--- src/inc/cbstc_pkg.sv ---
// Constants and carriers for the CAN buffer status and transmit control block.
// Assumes a single 125 MHz clock domain and an AHB-Lite register bus.
`default_nettype none
package cbstc_pkg;
   // ------------------------------------------------------------
   // Register byte offsets
   // ------------------------------------------------------------
   localparam logic [7:0] OFS_MASK_BASE = 8'h00;
   localparam logic [7:0] OFS_FULL_LO   = 8'h0c;
   localparam logic [7:0] OFS_FULL_HI   = 8'h10;
   localparam logic [7:0] OFS_OVF_LO    = 8'h14;
   localparam logic [7:0] OFS_OVF_HI    = 8'h18;
   localparam logic [7:0] OFS_CTL_BASE  = 8'h1c;
   localparam logic [7:0] OFS_STRIDE    = 8'h04;
   localparam logic [15:0] RST_ZERO     = 16'h0000;
   // ------------------------------------------------------------
   // Message buffer word layout
   // ------------------------------------------------------------
   localparam int W0_SID_LSB = 2;
   localparam int W0_SID_MSB = 12;
   localparam int W0_SRR     = 1;
   localparam int W0_IDE     = 0;
   localparam int W1_EID_MSB = 11;
   localparam int W7_HIT_LSB = 8;
   localparam int IDX_W      = 5;
   localparam int PIDX_W     = 3;
   // ------------------------------------------------------------
   // Types
   // ------------------------------------------------------------
   typedef enum logic [1:0] {
      CBSTC_EV_OK    = 2'b00,
      CBSTC_EV_ABORT = 2'b01,
      CBSTC_EV_ARB   = 2'b10,
      CBSTC_EV_BUSER = 2'b11
   } cbstc_txev_e;
   // One byte of a buffer pair control register, bit 7 first
   typedef struct packed {
      logic       buffer_direction;
      logic       abort_status;
      logic       arbitration_lost_status;
      logic       transmit_error_status;
      logic       send_request;
      logic       auto_remote_enable;
      logic [1:0] transmit_priority;
   } cbstc_ctl_s;
   typedef struct packed {
      logic              valid;
      logic [PIDX_W-1:0] idx;
      cbstc_txev_e       kind;
   } cbstc_txev_s;
   typedef struct packed {
      logic             valid;
      logic [IDX_W-1:0] idx;
      logic [4:0]       filter_hit_code;
   } cbstc_rxev_s;
   typedef struct packed {
      logic              valid;
      logic [PIDX_W-1:0] idx;
   } cbstc_rtr_s;
   typedef struct packed {
      logic        ext;
      logic        remote;
      logic [10:0] sid;
      logic [11:0] eid_hi;
   } cbstc_hdr_s;
   typedef struct packed {
      logic             valid;
      logic [IDX_W-1:0] idx;
      logic [15:0]      data;
   } cbstc_w7_s;
endpackage : cbstc_pkg
`default_nettype wire

--- src/design/cbstc_top.sv ---
// Buffer flags, pair control, transmit pick and header decode for a CAN node.
// Assumes AHB-Lite master in the hclk domain and a CAN core driving the events.
//
// Contract
// - Extended mask bit 1 compares that identifier bit, 0 makes it don't-care.
// - Thirty-two receive full flags in two registers, set when a message is stored.
// - Full and overflow flags readable; writing 0 clears, writing 1 changes nothing.
// - Storing into a buffer whose full flag is set sets its overflow flag.
// - Pair control: low byte is even buffer, high byte odd, same fields.
// - Bit 7 set makes the buffer transmit, clear makes it receive.
// - Abort status reads 1 after abort, 0 after successful transmission.
// - Arbitration lost status set when the message loses arbitration.
// - Transmit error status set when a bus error hits the message.
// - Software sets send request; device clears it after successful send.
// - Software writing 0 to a set send request asks for an abort.
// - Setting send request clears abort, arbitration and error status.
// - Auto remote enable set: received remote request sets send request; the code does this only when bit 7 marks the buffer transmit.
// - Two-bit priority ranks 11 highest down to 00 lowest.
// - Message buffers live in DMA RAM, placed and filled by software.
// - Word 0: identifier bits 12-2, substitute remote bit 1, extended bit 0.
// - Extended flag 1 sends extended identifier, 0 standard only.
// - Substitute remote bit 1 marks a remote request message.
// - Word 1 bits 11-0 hold extended identifier bits 17 to 6.
// - Receive buffers get the filter hit code written into word 7; the code skips this write for a store onto a buffer whose full flag is set.
`default_nettype none
module cbstc_top
   import cbstc_pkg::*;
#(
   parameter int N_RX   = 32,
   parameter int N_PAIR = 8,
   parameter int N_MASK = 3
)(
   // Clock and reset
   input  wire logic              hclk,
   input  wire logic              hresetn,
   // AHB-Lite slave
   input  wire logic              hsel,
   input  wire logic [31:0]       haddr,
   input  wire logic [1:0]        htrans,
   input  wire logic              hwrite,
   input  wire logic [2:0]        hsize,
   input  wire logic [31:0]       hwdata,
   input  wire logic              hready,
   output logic                   hreadyout,
   output logic                   hresp,
   output logic [31:0]            hrdata,
   // CAN core events
   input  wire cbstc_rxev_s       rx_ev,
   input  wire cbstc_rtr_s        rtr_ev,
   input  wire cbstc_txev_s       tx_ev,
   // Header words of the buffer being sent
   input  wire logic [15:0]       tx_word0,
   input  wire logic [15:0]       tx_word1,
   // Extended identifier compare
   input  wire logic [1:0]        cmp_mask_idx,
   input  wire logic [15:0]       cmp_msg_eid,
   input  wire logic [15:0]       cmp_flt_eid,
   output logic                   cmp_eid_match,
   // Transmit control to CAN core
   output logic                   tx_sel_valid,
   output logic [PIDX_W-1:0]      tx_sel_idx,
   output logic [N_PAIR-1:0]      tx_abort_req,
   output logic [N_PAIR-1:0]      buffer_is_tx,
   output cbstc_hdr_s             tx_hdr,
   // DMA word 7 write
   output cbstc_w7_s              w7_wr
);
   // ------------------------------------------------------------
   // Elaboration checks
   // ------------------------------------------------------------
   if (N_RX < 1 || N_RX > 32 || N_PAIR < 2 || N_PAIR > 8 || N_PAIR % 2 != 0
       || N_MASK < 1 || N_MASK > 4 || N_PAIR > N_RX)
   begin : g_bad
      $error("cbstc_top: unsupported parameters");
   end

   // ------------------------------------------------------------
   // Bus address phase
   // ------------------------------------------------------------
   logic       dp_valid_r;
   logic       dp_write_r;
   logic [7:0] dp_addr_r;
   logic       rd_wait_r;
   logic       addr_take;
   logic       wr_now;

   assign addr_take = hsel && htrans[1] && hready;
   assign wr_now    = dp_valid_r && dp_write_r;
   // Reads take one wait state so a write just before is seen
   assign hreadyout = !rd_wait_r;
   assign hresp     = 1'b0;

   always_ff @(posedge hclk or negedge hresetn)
   begin
      if (!hresetn)
      begin
         dp_valid_r <= 1'b0;
         dp_write_r <= 1'b0;
         dp_addr_r  <= 8'h00;
      end
      else if (hready)
      begin
         dp_valid_r <= addr_take;
         dp_write_r <= hwrite;
         dp_addr_r  <= haddr[7:0];
      end
   end

   always_ff @(posedge hclk or negedge hresetn)
   begin
      if (!hresetn)
         rd_wait_r <= 1'b0;
      else
         rd_wait_r <= addr_take && !hwrite && !rd_wait_r;
   end

   // ------------------------------------------------------------
   // Acceptance masks
   // ------------------------------------------------------------
   logic [15:0] mask_r [N_MASK];

   always_ff @(posedge hclk or negedge hresetn)
   begin
      if (!hresetn)
      begin
         for (int i = 0; i < N_MASK; i++)
            mask_r[i] <= RST_ZERO;
      end
      else if (wr_now)
      begin
         for (int i = 0; i < N_MASK; i++)
            if (dp_addr_r == OFS_MASK_BASE + 8'(i) * OFS_STRIDE)
               mask_r[i] <= hwdata[15:0];
      end
   end

   // Only masked-in bits must agree
   always_ff @(posedge hclk or negedge hresetn)
   begin
      if (!hresetn)
         cmp_eid_match <= 1'b0;
      else if (int'(cmp_mask_idx) < N_MASK)
         cmp_eid_match <= ((cmp_msg_eid ^ cmp_flt_eid) & mask_r[cmp_mask_idx]) == RST_ZERO;
      else
         cmp_eid_match <= 1'b0;
   end

   // ------------------------------------------------------------
   // Receive full and overflow flags
   // ------------------------------------------------------------
   logic [31:0] full_r;
   logic [31:0] ovf_r;
   logic [31:0] clr_full;
   logic [31:0] clr_ovf;
   logic [31:0] rx_hit;
   logic        rx_ok;

   assign rx_ok  = rx_ev.valid && int'(rx_ev.idx) < N_RX;
   assign rx_hit = rx_ok ? (32'h1 << rx_ev.idx) : 32'h0;

   // Zero bits of the written word clear; ones leave flags alone
   always_comb
   begin
      clr_full = 32'h0;
      clr_ovf  = 32'h0;
      if (wr_now)
      begin
         if (dp_addr_r == OFS_FULL_LO)
            clr_full[15:0] = ~hwdata[15:0];
         if (dp_addr_r == OFS_FULL_HI)
            clr_full[31:16] = ~hwdata[15:0];
         if (dp_addr_r == OFS_OVF_LO)
            clr_ovf[15:0] = ~hwdata[15:0];
         if (dp_addr_r == OFS_OVF_HI)
            clr_ovf[31:16] = ~hwdata[15:0];
      end
   end

   // A store in the clearing cycle wins over the clear
   always_ff @(posedge hclk or negedge hresetn)
   begin
      if (!hresetn)
         full_r <= 32'h0;
      else
         full_r <= ((full_r & ~clr_full) | rx_hit) & 32'((64'h1 << N_RX) - 1);
   end

   always_ff @(posedge hclk or negedge hresetn)
   begin
      if (!hresetn)
         ovf_r <= 32'h0;
      else
         ovf_r <= (ovf_r & ~clr_ovf) | (rx_hit & full_r);
   end

   // Word 7 carries the hit code; a store onto a full buffer is dropped
   always_ff @(posedge hclk or negedge hresetn)
   begin
      if (!hresetn)
         w7_wr <= '0;
      else
      begin
         w7_wr.valid <= rx_ok && !(|(rx_hit & full_r));
         w7_wr.idx   <= rx_ev.idx;
         w7_wr.data  <= 16'(rx_ev.filter_hit_code) << W7_HIT_LSB;
      end
   end

   // ------------------------------------------------------------
   // Buffer pair control
   // ------------------------------------------------------------
   cbstc_ctl_s ctl_r [N_PAIR];
   logic [N_PAIR-1:0] abort_r;

   always_ff @(posedge hclk or negedge hresetn)
   begin
      if (!hresetn)
      begin
         for (int b = 0; b < N_PAIR; b++)
         begin
            ctl_r[b]   <= '0;
            abort_r[b] <= 1'b0;
         end
      end
      else
      begin
         for (int b = 0; b < N_PAIR; b++)
         begin
            cbstc_ctl_s ctl_wr;
            logic sw_hit;
            logic set_req;
            logic ev_hit;
            sw_hit  = wr_now && dp_addr_r == OFS_CTL_BASE + 8'(b / 2) * OFS_STRIDE;
            ctl_wr  = cbstc_ctl_s'(hwdata[(b % 2) * 8 +: 8]);
            ev_hit  = tx_ev.valid && int'(tx_ev.idx) == b;
            set_req = (sw_hit && ctl_wr.send_request && !ctl_r[b].send_request)
                   || (rtr_ev.valid && int'(rtr_ev.idx) == b
                       && ctl_r[b].auto_remote_enable && ctl_r[b].buffer_direction);
            if (sw_hit)
            begin
               ctl_r[b].buffer_direction   <= ctl_wr.buffer_direction;
               ctl_r[b].auto_remote_enable <= ctl_wr.auto_remote_enable;
               ctl_r[b].transmit_priority  <= ctl_wr.transmit_priority;
               if (ctl_r[b].send_request && !ctl_wr.send_request)
               begin
                  ctl_r[b].send_request <= 1'b0;
                  abort_r[b]            <= 1'b1;
               end
            end
            if (ev_hit)
            begin
               unique case (tx_ev.kind)
                  CBSTC_EV_OK:
                  begin
                     ctl_r[b].send_request <= 1'b0;
                     ctl_r[b].abort_status <= 1'b0;
                     abort_r[b]            <= 1'b0;
                  end
                  CBSTC_EV_ABORT:
                  begin
                     ctl_r[b].send_request <= 1'b0;
                     ctl_r[b].abort_status <= 1'b1;
                     abort_r[b]            <= 1'b0;
                  end
                  CBSTC_EV_ARB:
                     ctl_r[b].arbitration_lost_status <= 1'b1;
                  CBSTC_EV_BUSER:
                     ctl_r[b].transmit_error_status <= 1'b1;
               endcase
            end
            // A fresh request restarts status and cancels a stale abort
            if (set_req)
            begin
               ctl_r[b].send_request            <= 1'b1;
               ctl_r[b].abort_status            <= 1'b0;
               ctl_r[b].arbitration_lost_status <= 1'b0;
               ctl_r[b].transmit_error_status   <= 1'b0;
               abort_r[b]                       <= 1'b0;
            end
         end
      end
   end

   assign tx_abort_req = abort_r;

   always_comb
   begin
      for (int b = 0; b < N_PAIR; b++)
         buffer_is_tx[b] = ctl_r[b].buffer_direction;
   end

   // ------------------------------------------------------------
   // Transmit pick
   // ------------------------------------------------------------
   logic              pick_v;
   logic [PIDX_W-1:0] pick_i;
   logic [1:0]        pick_p;

   // Strict greater-than keeps the lowest index on a tie
   always_comb
   begin
      pick_v = 1'b0;
      pick_i = '0;
      pick_p = 2'b00;
      for (int b = 0; b < N_PAIR; b++)
         if (ctl_r[b].buffer_direction && ctl_r[b].send_request
             && (!pick_v || ctl_r[b].transmit_priority > pick_p))
         begin
            pick_v = 1'b1;
            pick_i = PIDX_W'(b);
            pick_p = ctl_r[b].transmit_priority;
         end
   end

   always_ff @(posedge hclk or negedge hresetn)
   begin
      if (!hresetn)
      begin
         tx_sel_valid <= 1'b0;
         tx_sel_idx   <= '0;
      end
      else
      begin
         tx_sel_valid <= pick_v;
         tx_sel_idx   <= pick_i;
      end
   end

   // ------------------------------------------------------------
   // Header decode of words 0 and 1 read from DMA RAM
   // ------------------------------------------------------------
   // The buffers themselves stay in DMA RAM; only headers pass here
   always_ff @(posedge hclk or negedge hresetn)
   begin
      if (!hresetn)
         tx_hdr <= '0;
      else
      begin
         tx_hdr.sid    <= tx_word0[W0_SID_MSB:W0_SID_LSB];
         tx_hdr.remote <= tx_word0[W0_SRR];
         tx_hdr.ext    <= tx_word0[W0_IDE];
         tx_hdr.eid_hi <= tx_word0[W0_IDE] ? tx_word1[W1_EID_MSB:0] : 12'h000;
      end
   end

   // ------------------------------------------------------------
   // Read data
   // ------------------------------------------------------------
   logic [15:0] rd_val;

   always_comb
   begin
      rd_val = RST_ZERO;
      for (int i = 0; i < N_MASK; i++)
         if (dp_addr_r == OFS_MASK_BASE + 8'(i) * OFS_STRIDE)
            rd_val = mask_r[i];
      if (dp_addr_r == OFS_FULL_LO)
         rd_val = full_r[15:0];
      if (dp_addr_r == OFS_FULL_HI)
         rd_val = full_r[31:16];
      if (dp_addr_r == OFS_OVF_LO)
         rd_val = ovf_r[15:0];
      if (dp_addr_r == OFS_OVF_HI)
         rd_val = ovf_r[31:16];
      for (int p = 0; p < N_PAIR / 2; p++)
         if (dp_addr_r == OFS_CTL_BASE + 8'(p) * OFS_STRIDE)
            rd_val = {ctl_r[2 * p + 1], ctl_r[2 * p]};
   end

   always_ff @(posedge hclk or negedge hresetn)
   begin
      if (!hresetn)
         hrdata <= 32'h0;
      else if (rd_wait_r)
         hrdata <= {16'h0000, rd_val};
   end
endmodule : cbstc_top
`default_nettype wire

--- config.mk ---
export PLATFORM = sky130hd
export DESIGN_NAME = cbstc_top
export DESIGN_NICKNAME = d
export VERILOG_FILES = /design/src/inc/cbstc_pkg.sv /design/src/design/cbstc_top.sv
export SDC_FILE = /design/constraint.sdc
export NUM_CORES = 1
export LEC_CHECK = 0
export ABC_CLOCK_PERIOD_IN_PS = 7500
export BUFFER_PORTS_ARGS = -buffer_cell sky130_fd_sc_hd__buf_2
export CAP_MARGIN = 20
export CELL_PAD_IN_SITES_DETAIL_PLACEMENT = 1
export CELL_PAD_IN_SITES_GLOBAL_PLACEMENT = 2
export CORE_ASPECT_RATIO = 1.25
export CORE_MARGIN = 5
export CORE_UTILIZATION = 31
export CTS_CLUSTER_DIAMETER = 100
export DETAILED_ROUTE_END_ITERATION = 12
export PLACE_DENSITY = 0.88
export SLEW_MARGIN = 20
export SYNTH_ARGS = -nofsm -noshare
export SYNTH_HDL_FRONTEND = slang
export SYNTH_SLANG_ARGS = --single-unit
--- constraint.sdc ---
create_clock -name hclk -period 7.5 [get_ports hclk]
set_input_delay 0 -clock hclk [delete_from_list [all_inputs] [get_ports hclk]]
set_output_delay 0 -clock hclk [all_outputs]
set_load 0.05 [all_outputs]
**After elaboration in Yosys (flattened, before gate mapping)**

Index checks and enable logic that the tools add are counted.

- Flip-flop bits (word level): 252
- Bits of input ports: 161
- Word-level logic and storage cells: 435

- $lt $le $gt $ge: 9
- Eq/ne operators: 27
- Shifts and indexed selects: 1
- Muxes and demuxes: 128
- Bitwise operators: 11
- Reductions and logical operators: 182

Operators with widths:

| kind | number |
|---|---|
| $mux 16 | 17 |
| $and 32x32->32 | 3 |
| $mux 32 | 3 |
| $mux 4 | 24 |
| $logic_and 1x1->1 | 81 |
| $mux 1 | 68 |
| $not 32->32 | 2 |
| $or 32x32->32 | 2 |
| $reduce_and 2->1 | 27 |
| $reduce_bool 2->1 | 24 |
| $bmux 16 s2 | 1 |
| $eq 8x5->1 const B | 4 |
| $reduce_or 32->1 | 1 |
| $shl 1x5->32 const A | 1 |
| $eq 3x3->1 const B | 8 |
| $eq 8x6->1 const B | 3 |
| $reduce_bool 3->1 | 8 |
| $logic_not 1->1 | 20 |
| $mux 3 | 6 |
| $and 16x16->16 | 1 |
| $eq 8x4->1 const B | 2 |
| $logic_not 16->1 | 1 |
| $not 16->16 | 1 |
| $xor 16x16->16 | 1 |
| other kinds (17) | 49 |

**Longest topological paths before layout**

- Depth after elaboration: 30
- Gate-level depth with buffers: 44
- Mapped depth without buffers: 43

**Worst setup path before layout**

Ideal clock, no wire load.

- Path type: register to register
- Start: reg ctl_r[59] in the netlist's numbering
- End: reg tx_sel_idx[1]
- Library setup time: 0.138 ns
- Data arrival time: 7.276 ns
- Data required time: 7.362 ns
- Slack: 0.087 ns
- Cell stages (with the launch flop): 41
- Period minus slack after synthesis: 7.413 ns
- Path through: dfrtp_1 buf_2 and3_1 ha_1 nand2_1 o2111a_1 nor2_1 o21ai_0 ha_1 o41ai_2 mux2i_1 inv_1 ha_1 nor2_1 a32oi_1 nor3_1 nand2_1 o21ai_0 (+5 left out) ha_1 o31ai_1 a22oi_1 o22ai_1 nand2_1 o31ai_1 ha_1 nand2_1 o21ai_0 a21oi_1 mux2_2 ha_1 a21oi_1 a21oi_1 nor2_1 nor2_1 nor2_1 o31ai_1

- Longest elaborated chain between the ends: 30

RTL lines:

| element | RTL line | text |
|---|---|---|
| start, declared | cbstc_top.sv:212 | `cbstc_ctl_s ctl_r [N_PAIR];` |
| $logic_and 1x1->1 (*) | cbstc_top.sv:306 | `if (ctl_r[b].buffer_direction && ctl_r[b].send_request` |
| $mux 2 / $mux 1 (equally long branches) | cbstc_top.sv:306 |  |
| $gt 2x2->1 / $logic_not 1->1 (equally long branches) | cbstc_top.sv:307 | `&& (!pick_v \|\| ctl_r[b].transmit_priority > pick_p))` |
| $logic_or 1x1->1 | cbstc_top.sv:307 |  |
| $logic_and 1x1->1 | cbstc_top.sv:307 |  |
| $mux 2 / $mux 1 (equally long branches) | cbstc_top.sv:306 |  |
| $gt 2x2->1 / $logic_not 1->1 (equally long branches) | cbstc_top.sv:307 |  |
| $logic_or 1x1->1 | cbstc_top.sv:307 |  |
| (+15 left out) | n/a |  |
| $logic_or 1x1->1 | cbstc_top.sv:307 |  |
| $logic_and 1x1->1 | cbstc_top.sv:307 |  |
| $mux 2 / $mux 1 (equally long branches) | cbstc_top.sv:306 |  |
| $gt 2x2->1 / $logic_not 1->1 (equally long branches) | cbstc_top.sv:307 |  |
| $logic_or 1x1->1 | cbstc_top.sv:307 |  |
| $logic_and 1x1->1 | cbstc_top.sv:307 |  |
| $mux 3 (*) | cbstc_top.sv:306 |  |
| net pick_i[1] | cbstc_top.sv:296 | `logic [PIDX_W-1:0] pick_i;` |
| end signal, assigned | cbstc_top.sv:325 | `tx_sel_idx <= pick_i;` |
| end, declared | cbstc_top.sv:61 | `output logic [PIDX_W-1:0] tx_sel_idx,` |

The timed path passes the listed nets; every way through them passes the cells marked *.
A chain may end at the register's enable or synchronous reset.

**Final worst setup path**

- Start: reg ctl_r (netlist bit buffer_is_tx[0])
- End: reg tx_sel_idx[1]

The elaborated chain is that of the path after synthesis.

==> flow_summary.html <==
<table>
<tr><th>Metric</th><th>Value</th></tr>
<tr><th colspan="2">Status</th></tr>
<tr><td>Run status</td><td>finished clean</td></tr>
<tr><th colspan="2">Critical path</th></tr>
<tr><td>Endpoint of the most critical register-to-register path</td><td>tx_sel_idx[1]</td></tr>
<tr><td>Delay of the slowest cell on the worst path</td><td>about 0.40 ns</td></tr>
<tr><td>Critical path class</td><td>reg -&gt; reg</td></tr>
<tr><td>Slowest cell on the critical path</td><td>dfrtp_1</td></tr>
<tr><td>Reg-to-reg critical path startpoint</td><td>buffer_is_tx[0]</td></tr>
<tr><td>Critical Path Most Common Cell</td><td>nor2_1</td></tr>
<tr><td>Launch point of the critical path</td><td>buffer_is_tx[0]</td></tr>
<tr><td>Worst EP required</td><td>7.96 ns</td></tr>
<tr><td>Data arrival at the endpoint of the critical path</td><td>around 8 ns</td></tr>
<tr><td>Capturing element of the worst setup path</td><td>tx_sel_idx[1]</td></tr>
<tr><td>CP max FO</td><td>4</td></tr>
<tr><td>Count of cells along the worst register-to-register path</td><td>42</td></tr>
<tr><td>Worst setup slack for register-to-register paths</td><td>~0.058 ns</td></tr>
<tr><td>Type of element launching the critical path</td><td>register</td></tr>
<tr><td>CP endpoint kind</td><td>register</td></tr>
<tr><th colspan="2">Floorplanning</th></tr>
<tr><td>Number of top-level pins</td><td>~260</td></tr>
<tr><td>Initial cell density of the core</td><td>between 30% and 40%</td></tr>
<tr><td>Core Rows</td><td>just over 80</td></tr>
<tr><td>Die W</td><td>190 um</td></tr>
<tr><td>Area of the die</td><td>44,600 um^2</td></tr>
<tr><td>Y dimension of the die</td><td>about 230 um</td></tr>
<tr><td>Core outline area</td><td>approximately 40,000 um^2</td></tr>
<tr><th colspan="2">Timing</th></tr>
<tr><td>Setup tns final</td><td>0 ns</td></tr>
<tr><td>Final clock period utilization by the worst path</td><td>roughly 99%</td></tr>
<tr><td>Headroom to the max-slew limit</td><td>a little under a quarter</td></tr>
<tr><td>Pin slew with the least headroom to its limit</td><td>1.16 ns</td></tr>
<tr><td>Max Freq</td><td>~130 MHz</td></tr>
<tr><td>Post-layout minimum cycle time</td><td>about 7.4 ns</td></tr>
<tr><td>Count of endpoints failing hold in the final timing report</td><td>0</td></tr>
<tr><td>Worst setup skew after layout</td><td>a little over 0.009 ns</td></tr>
<tr><td>Worst slack on hold paths</td><td>~0.056 ns</td></tr>
<tr><td>Max-slew violations</td><td>0</td></tr>
<tr><td>Finish-stage setup viols</td><td>0</td></tr>
<tr><td>RSZ-0062 raised after global routing</td><td>true</td></tr>
<tr><th colspan="2">CTS</th></tr>
<tr><td>Clock transition at path regs</td><td>roughly 0.060 ns</td></tr>
<tr><td>Clk_lat worst skew</td><td>0.58 ns</td></tr>
<tr><td>Number of buffers between clock root and the deepest sink</td><td>3</td></tr>
<tr><td>Clock Sinks</td><td>about 250</td></tr>
<tr><td>Buffer type at the clock tree root</td><td>clkbuf_16</td></tr>
<tr><td>CTS Buf Count</td><td>30</td></tr>
<tr><td>CTS H-tree lvls</td><td>1</td></tr>
<tr><td>TritonCTS clock tree</td><td>built</td></tr>
<tr><th colspan="2">Place</th></tr>
<tr><td>Placed instance area</td><td>13,800 um^2</td></tr>
<tr><td>Final GP Congestion</td><td>0.908</td></tr>
<tr><td>IO Port Bufs</td><td>around 180</td></tr>
<tr><td>Half-perimeter wire length after placement</td><td>32.8 mm</td></tr>
<tr><td>Cell count after placement</td><td>between 1,500 and 2,000</td></tr>
<tr><th colspan="2">Final layout</th></tr>
<tr><td>Most common cell after layout, fill and taps aside</td><td>dfrtp_1</td></tr>
<tr><td>Post-layout net count</td><td>1,638</td></tr>
<tr><td>Commonest cells after routing, fill and taps aside</td><td>252 x dfrtp_1, 182 x buf_2, 130 x nand2_1, 101 x nor2_1, 90 x mux2_2</td></tr>
<tr><td>Final Non-Filler Cells</td><td>between 1,500 and 2,000</td></tr>
<tr><td>Fraction of layout cells with a size suffix above 1</td><td>28.6%</td></tr>
<tr><td>Synth-to-layout area growth</td><td>27.6%</td></tr>
<tr><td>Post-route standard cell area excluding fillers</td><td>around 16,000 um^2</td></tr>
<tr><td>Fillcell total</td><td>around 4,500</td></tr>
<tr><td>Area taken by multi-input logic gates</td><td>5900 um^2</td></tr>
<tr><td>Storage cell area</td><td>6310 um^2</td></tr>
<tr><th colspan="2">Yosys</th></tr>
<tr><td>Number of storage elements in the synthesis netlist</td><td>roughly 250</td></tr>
<tr><td>Synth warnings</td><td>0</td></tr>
<tr><td>Sequential share of the synthesized area</td><td>between 50 and 60%</td></tr>
<tr><td>Most used flip-flop cell after synthesis</td><td>dfrtp_1</td></tr>
<tr><td>Cell area after synthesis</td><td>roughly 13,000 um^2</td></tr>
<tr><td>Share of flip-flops with an asynchronous set or reset</td><td>100%</td></tr>
<tr><td>EDFF count, synth</td><td>0</td></tr>
<tr><td>Post-Syn Area per Cell</td><td>~10 um^2</td></tr>
<tr><td>Mapped Cells</td><td>between 1,000 and 1,500</td></tr>
<tr><td>Count of unique library cells instantiated by Yosys</td><td>60</td></tr>
<tr><th colspan="2">Pwr</th></tr>
<tr><td>Proportion of power drawn by the clock network</td><td>around 36%</td></tr>
<tr><td>Static leakage power</td><td>roughly 6.9 nW</td></tr>
<tr><td>Relative contribution of combinational cells to total power</td><td>21.8%</td></tr>
<tr><td>Pwr/cell area</td><td>between 200 and 300 nW/um^2</td></tr>
<tr><td>Power after layout</td><td>between 0.004 and 0.005 W</td></tr>
<tr><td>Switching fraction of total power</td><td>between 30% and 40%</td></tr>
<tr><td>Portion of total power attributed to sequential cells</td><td>between 40% and 50%</td></tr>
<tr><td>Switching power total</td><td>between 0.001 and 0.0015 W</td></tr>
<tr><td>Maximum vdd drop</td><td>about 0.00015 V</td></tr>
<tr><td>Total internal power</td><td>~0.0027 W</td></tr>
<tr><th colspan="2">GRT</th></tr>
<tr><td>Vias in the first global route</td><td>between 10,000 and 15,000</td></tr>
<tr><td>Initial antenna violation count</td><td>1</td></tr>
<tr><td>First-pass GRT wire length</td><td>73.3 mm</td></tr>
<tr><td>GRT overflow</td><td>0</td></tr>
<tr><td>Pin count of the biggest net entering global routing</td><td>approximately 130</td></tr>
<tr><td>Total GRT Usage</td><td>between 20% and 30%</td></tr>
<tr><th colspan="2">Drt</th></tr>
<tr><td>Detailed-route wire length per cell</td><td>around 24 um</td></tr>
<tr><td>Routed vias</td><td>11,200</td></tr>
<tr><td>Iteration-0 DRC count of the detailed router</td><td>approximately 900</td></tr>
<tr><td>Via/cell ratio</td><td>roughly 5.6</td></tr>
<tr><td>First-pass detailed-route iteration total</td><td>6</td></tr>
<tr><td>Drt total wl</td><td>~48 mm</td></tr>
<tr><td>Antenna-violating nets left</td><td>0</td></tr>
<tr><td>Total DRC errors in the routed layout</td><td>0</td></tr>
<tr><th colspan="2">Flow run</th></tr>
<tr><td>Max_cap viols</td><td>0</td></tr>
<tr><th colspan="2">Min path</th></tr>
<tr><td>Hold path startpoint</td><td>rtr_ev[1]</td></tr>
<tr><td>Class of the tightest hold or removal check</td><td>in -&gt; reg</td></tr>
</table>
-- layout make-up --
cell class                 count  share of cell area (%)
antenna                        1                  0.0156
sequential                   252                    39.4
inverter                      19                   0.446
timing repair buffer         312                    13.2
clock buffer                  42                    5.48
clock inverter                11                   0.548
multi-input combinational    852                    36.9
tap                          504                    3.94
-- worst min path at each step --
stage                            to  slack, ns  cells after the start
floorplan           buffer_is_tx[0]      -0.30                      0
global placement         tx_hdr[19]       0.11                      1
detailed placement       tx_hdr[13]       0.11                      1
CTS                        ctl_r[6]       0.02                      4
global route             tx_hdr[19]       0.05                      2
finish                     ctl_r[6]       0.06                      4
-- through the flow --
step	utilization [%]	setup slack [ns]
2_1_floorplan	-	0.0865
3_3_place_gp	34.6	-0.00344
3_5_place_dp	34.6	-0.368
4_1_cts	39.4	0.00762
5_1_grt	40.0	-0.390
6_report	40.0	0.0578
-- what timing repair did --
action                                 CTS  global route
gates resized for setup                  7            31
endpoints found under the hold margin  315             0
hold buffers                            89             0
setup buffers                            4            10
pin swaps                                3            23
setup endpoints to repair                3             3
-- routing by layer --
metal,share of wire [%],up-vias,wire length (um),GRT usage (%)
met5,0,-,0,0
met2,51,463,24100,36.7
met4,5.4,0,2550,10.2
met3,6.4,118,3060,3.82
met1,38,5753,17900,24.1
li1,-,4898,-,-
-- worst max-delay path: cells and delay by family, from the launching register on --
kind | cells | cell delay [ns]
AOI/OAI and AO/OA | 18 | 2.86
adders and majority gates | 7 | 1.96
and+or+nand+nor | 13 | 1.45
DFF | 1 | 0.40
buffers and inverters | 3 | 0.33
muxes | 1 | 0.31
-- synthesized netlist by cell type (all sizes together), types with 21 or more instances --
cell type / number / area [um^2]
dfrtp: 252 / 6310
nand2: 135 / 514
nor2: 106 / 398
mux2: 91 / 1020
buf: 70 / 429
o21ai: 68 / 344
a21oi: 63 / 315
clkbuf: 34 / 129
a32o: 32 / 320
mux2i: 32 / 320
a31oi: 27 / 169
a222oi: 24 / 240
nand3: 23 / 115
nor3: 22 / 115
and2: 21 / 131
-- logic make-up (layout without fill, tap and decap cells) --
| family | after synthesis | after routing | synth area share [%] |
|---|---|---|---|
| mux | 133 | 133 | 12.5 |
| other cells | 1 | 29 | 0.0299 |
| simple gates | 365 | 365 | 13.4 |
| flops | 252 | 252 | 50.3 |
| buf+inv | 123 | 384 | 5.02 |
| xor+xnor | 16 | 16 | 1.12 |
| fa+ha+maj | 10 | 10 | 0.998 |
| compound gates | 300 | 300 | 16.6 |
-- state kept, by name, indices dropped and copies added, names as in the netlist --
register / count
full_r: 32
dp_addr_r: 8
ovf_r: 32
tx_sel_valid: 1
dp_write_r: 1
dp_valid_r: 1
tx_abort_req: 8
tx_hdr: 25
mask_r: 48
hrdata: 16
cmp_eid_match: 1
w7_wr: 11
ctl_r: 56
tx_sel_idx: 3
buffer_is_tx: 8
rd_wait_r: 1
-- power groups by stage --
stage	Combinational [W]	Sequential, W	Clock (W)
6_report	0.000882	0.00172	0.00145
5_1_grt	0.000953	0.00173	0.00155
4_1_cts	0.000827	0.00171	0.00148
3_5_place_dp	0.000767	0.00174	0
3_3_place_gp	0.000746	0.00173	0
2_1_floorplan	0.000408	0.00180	0
Power figures use the tool's default switching activity.
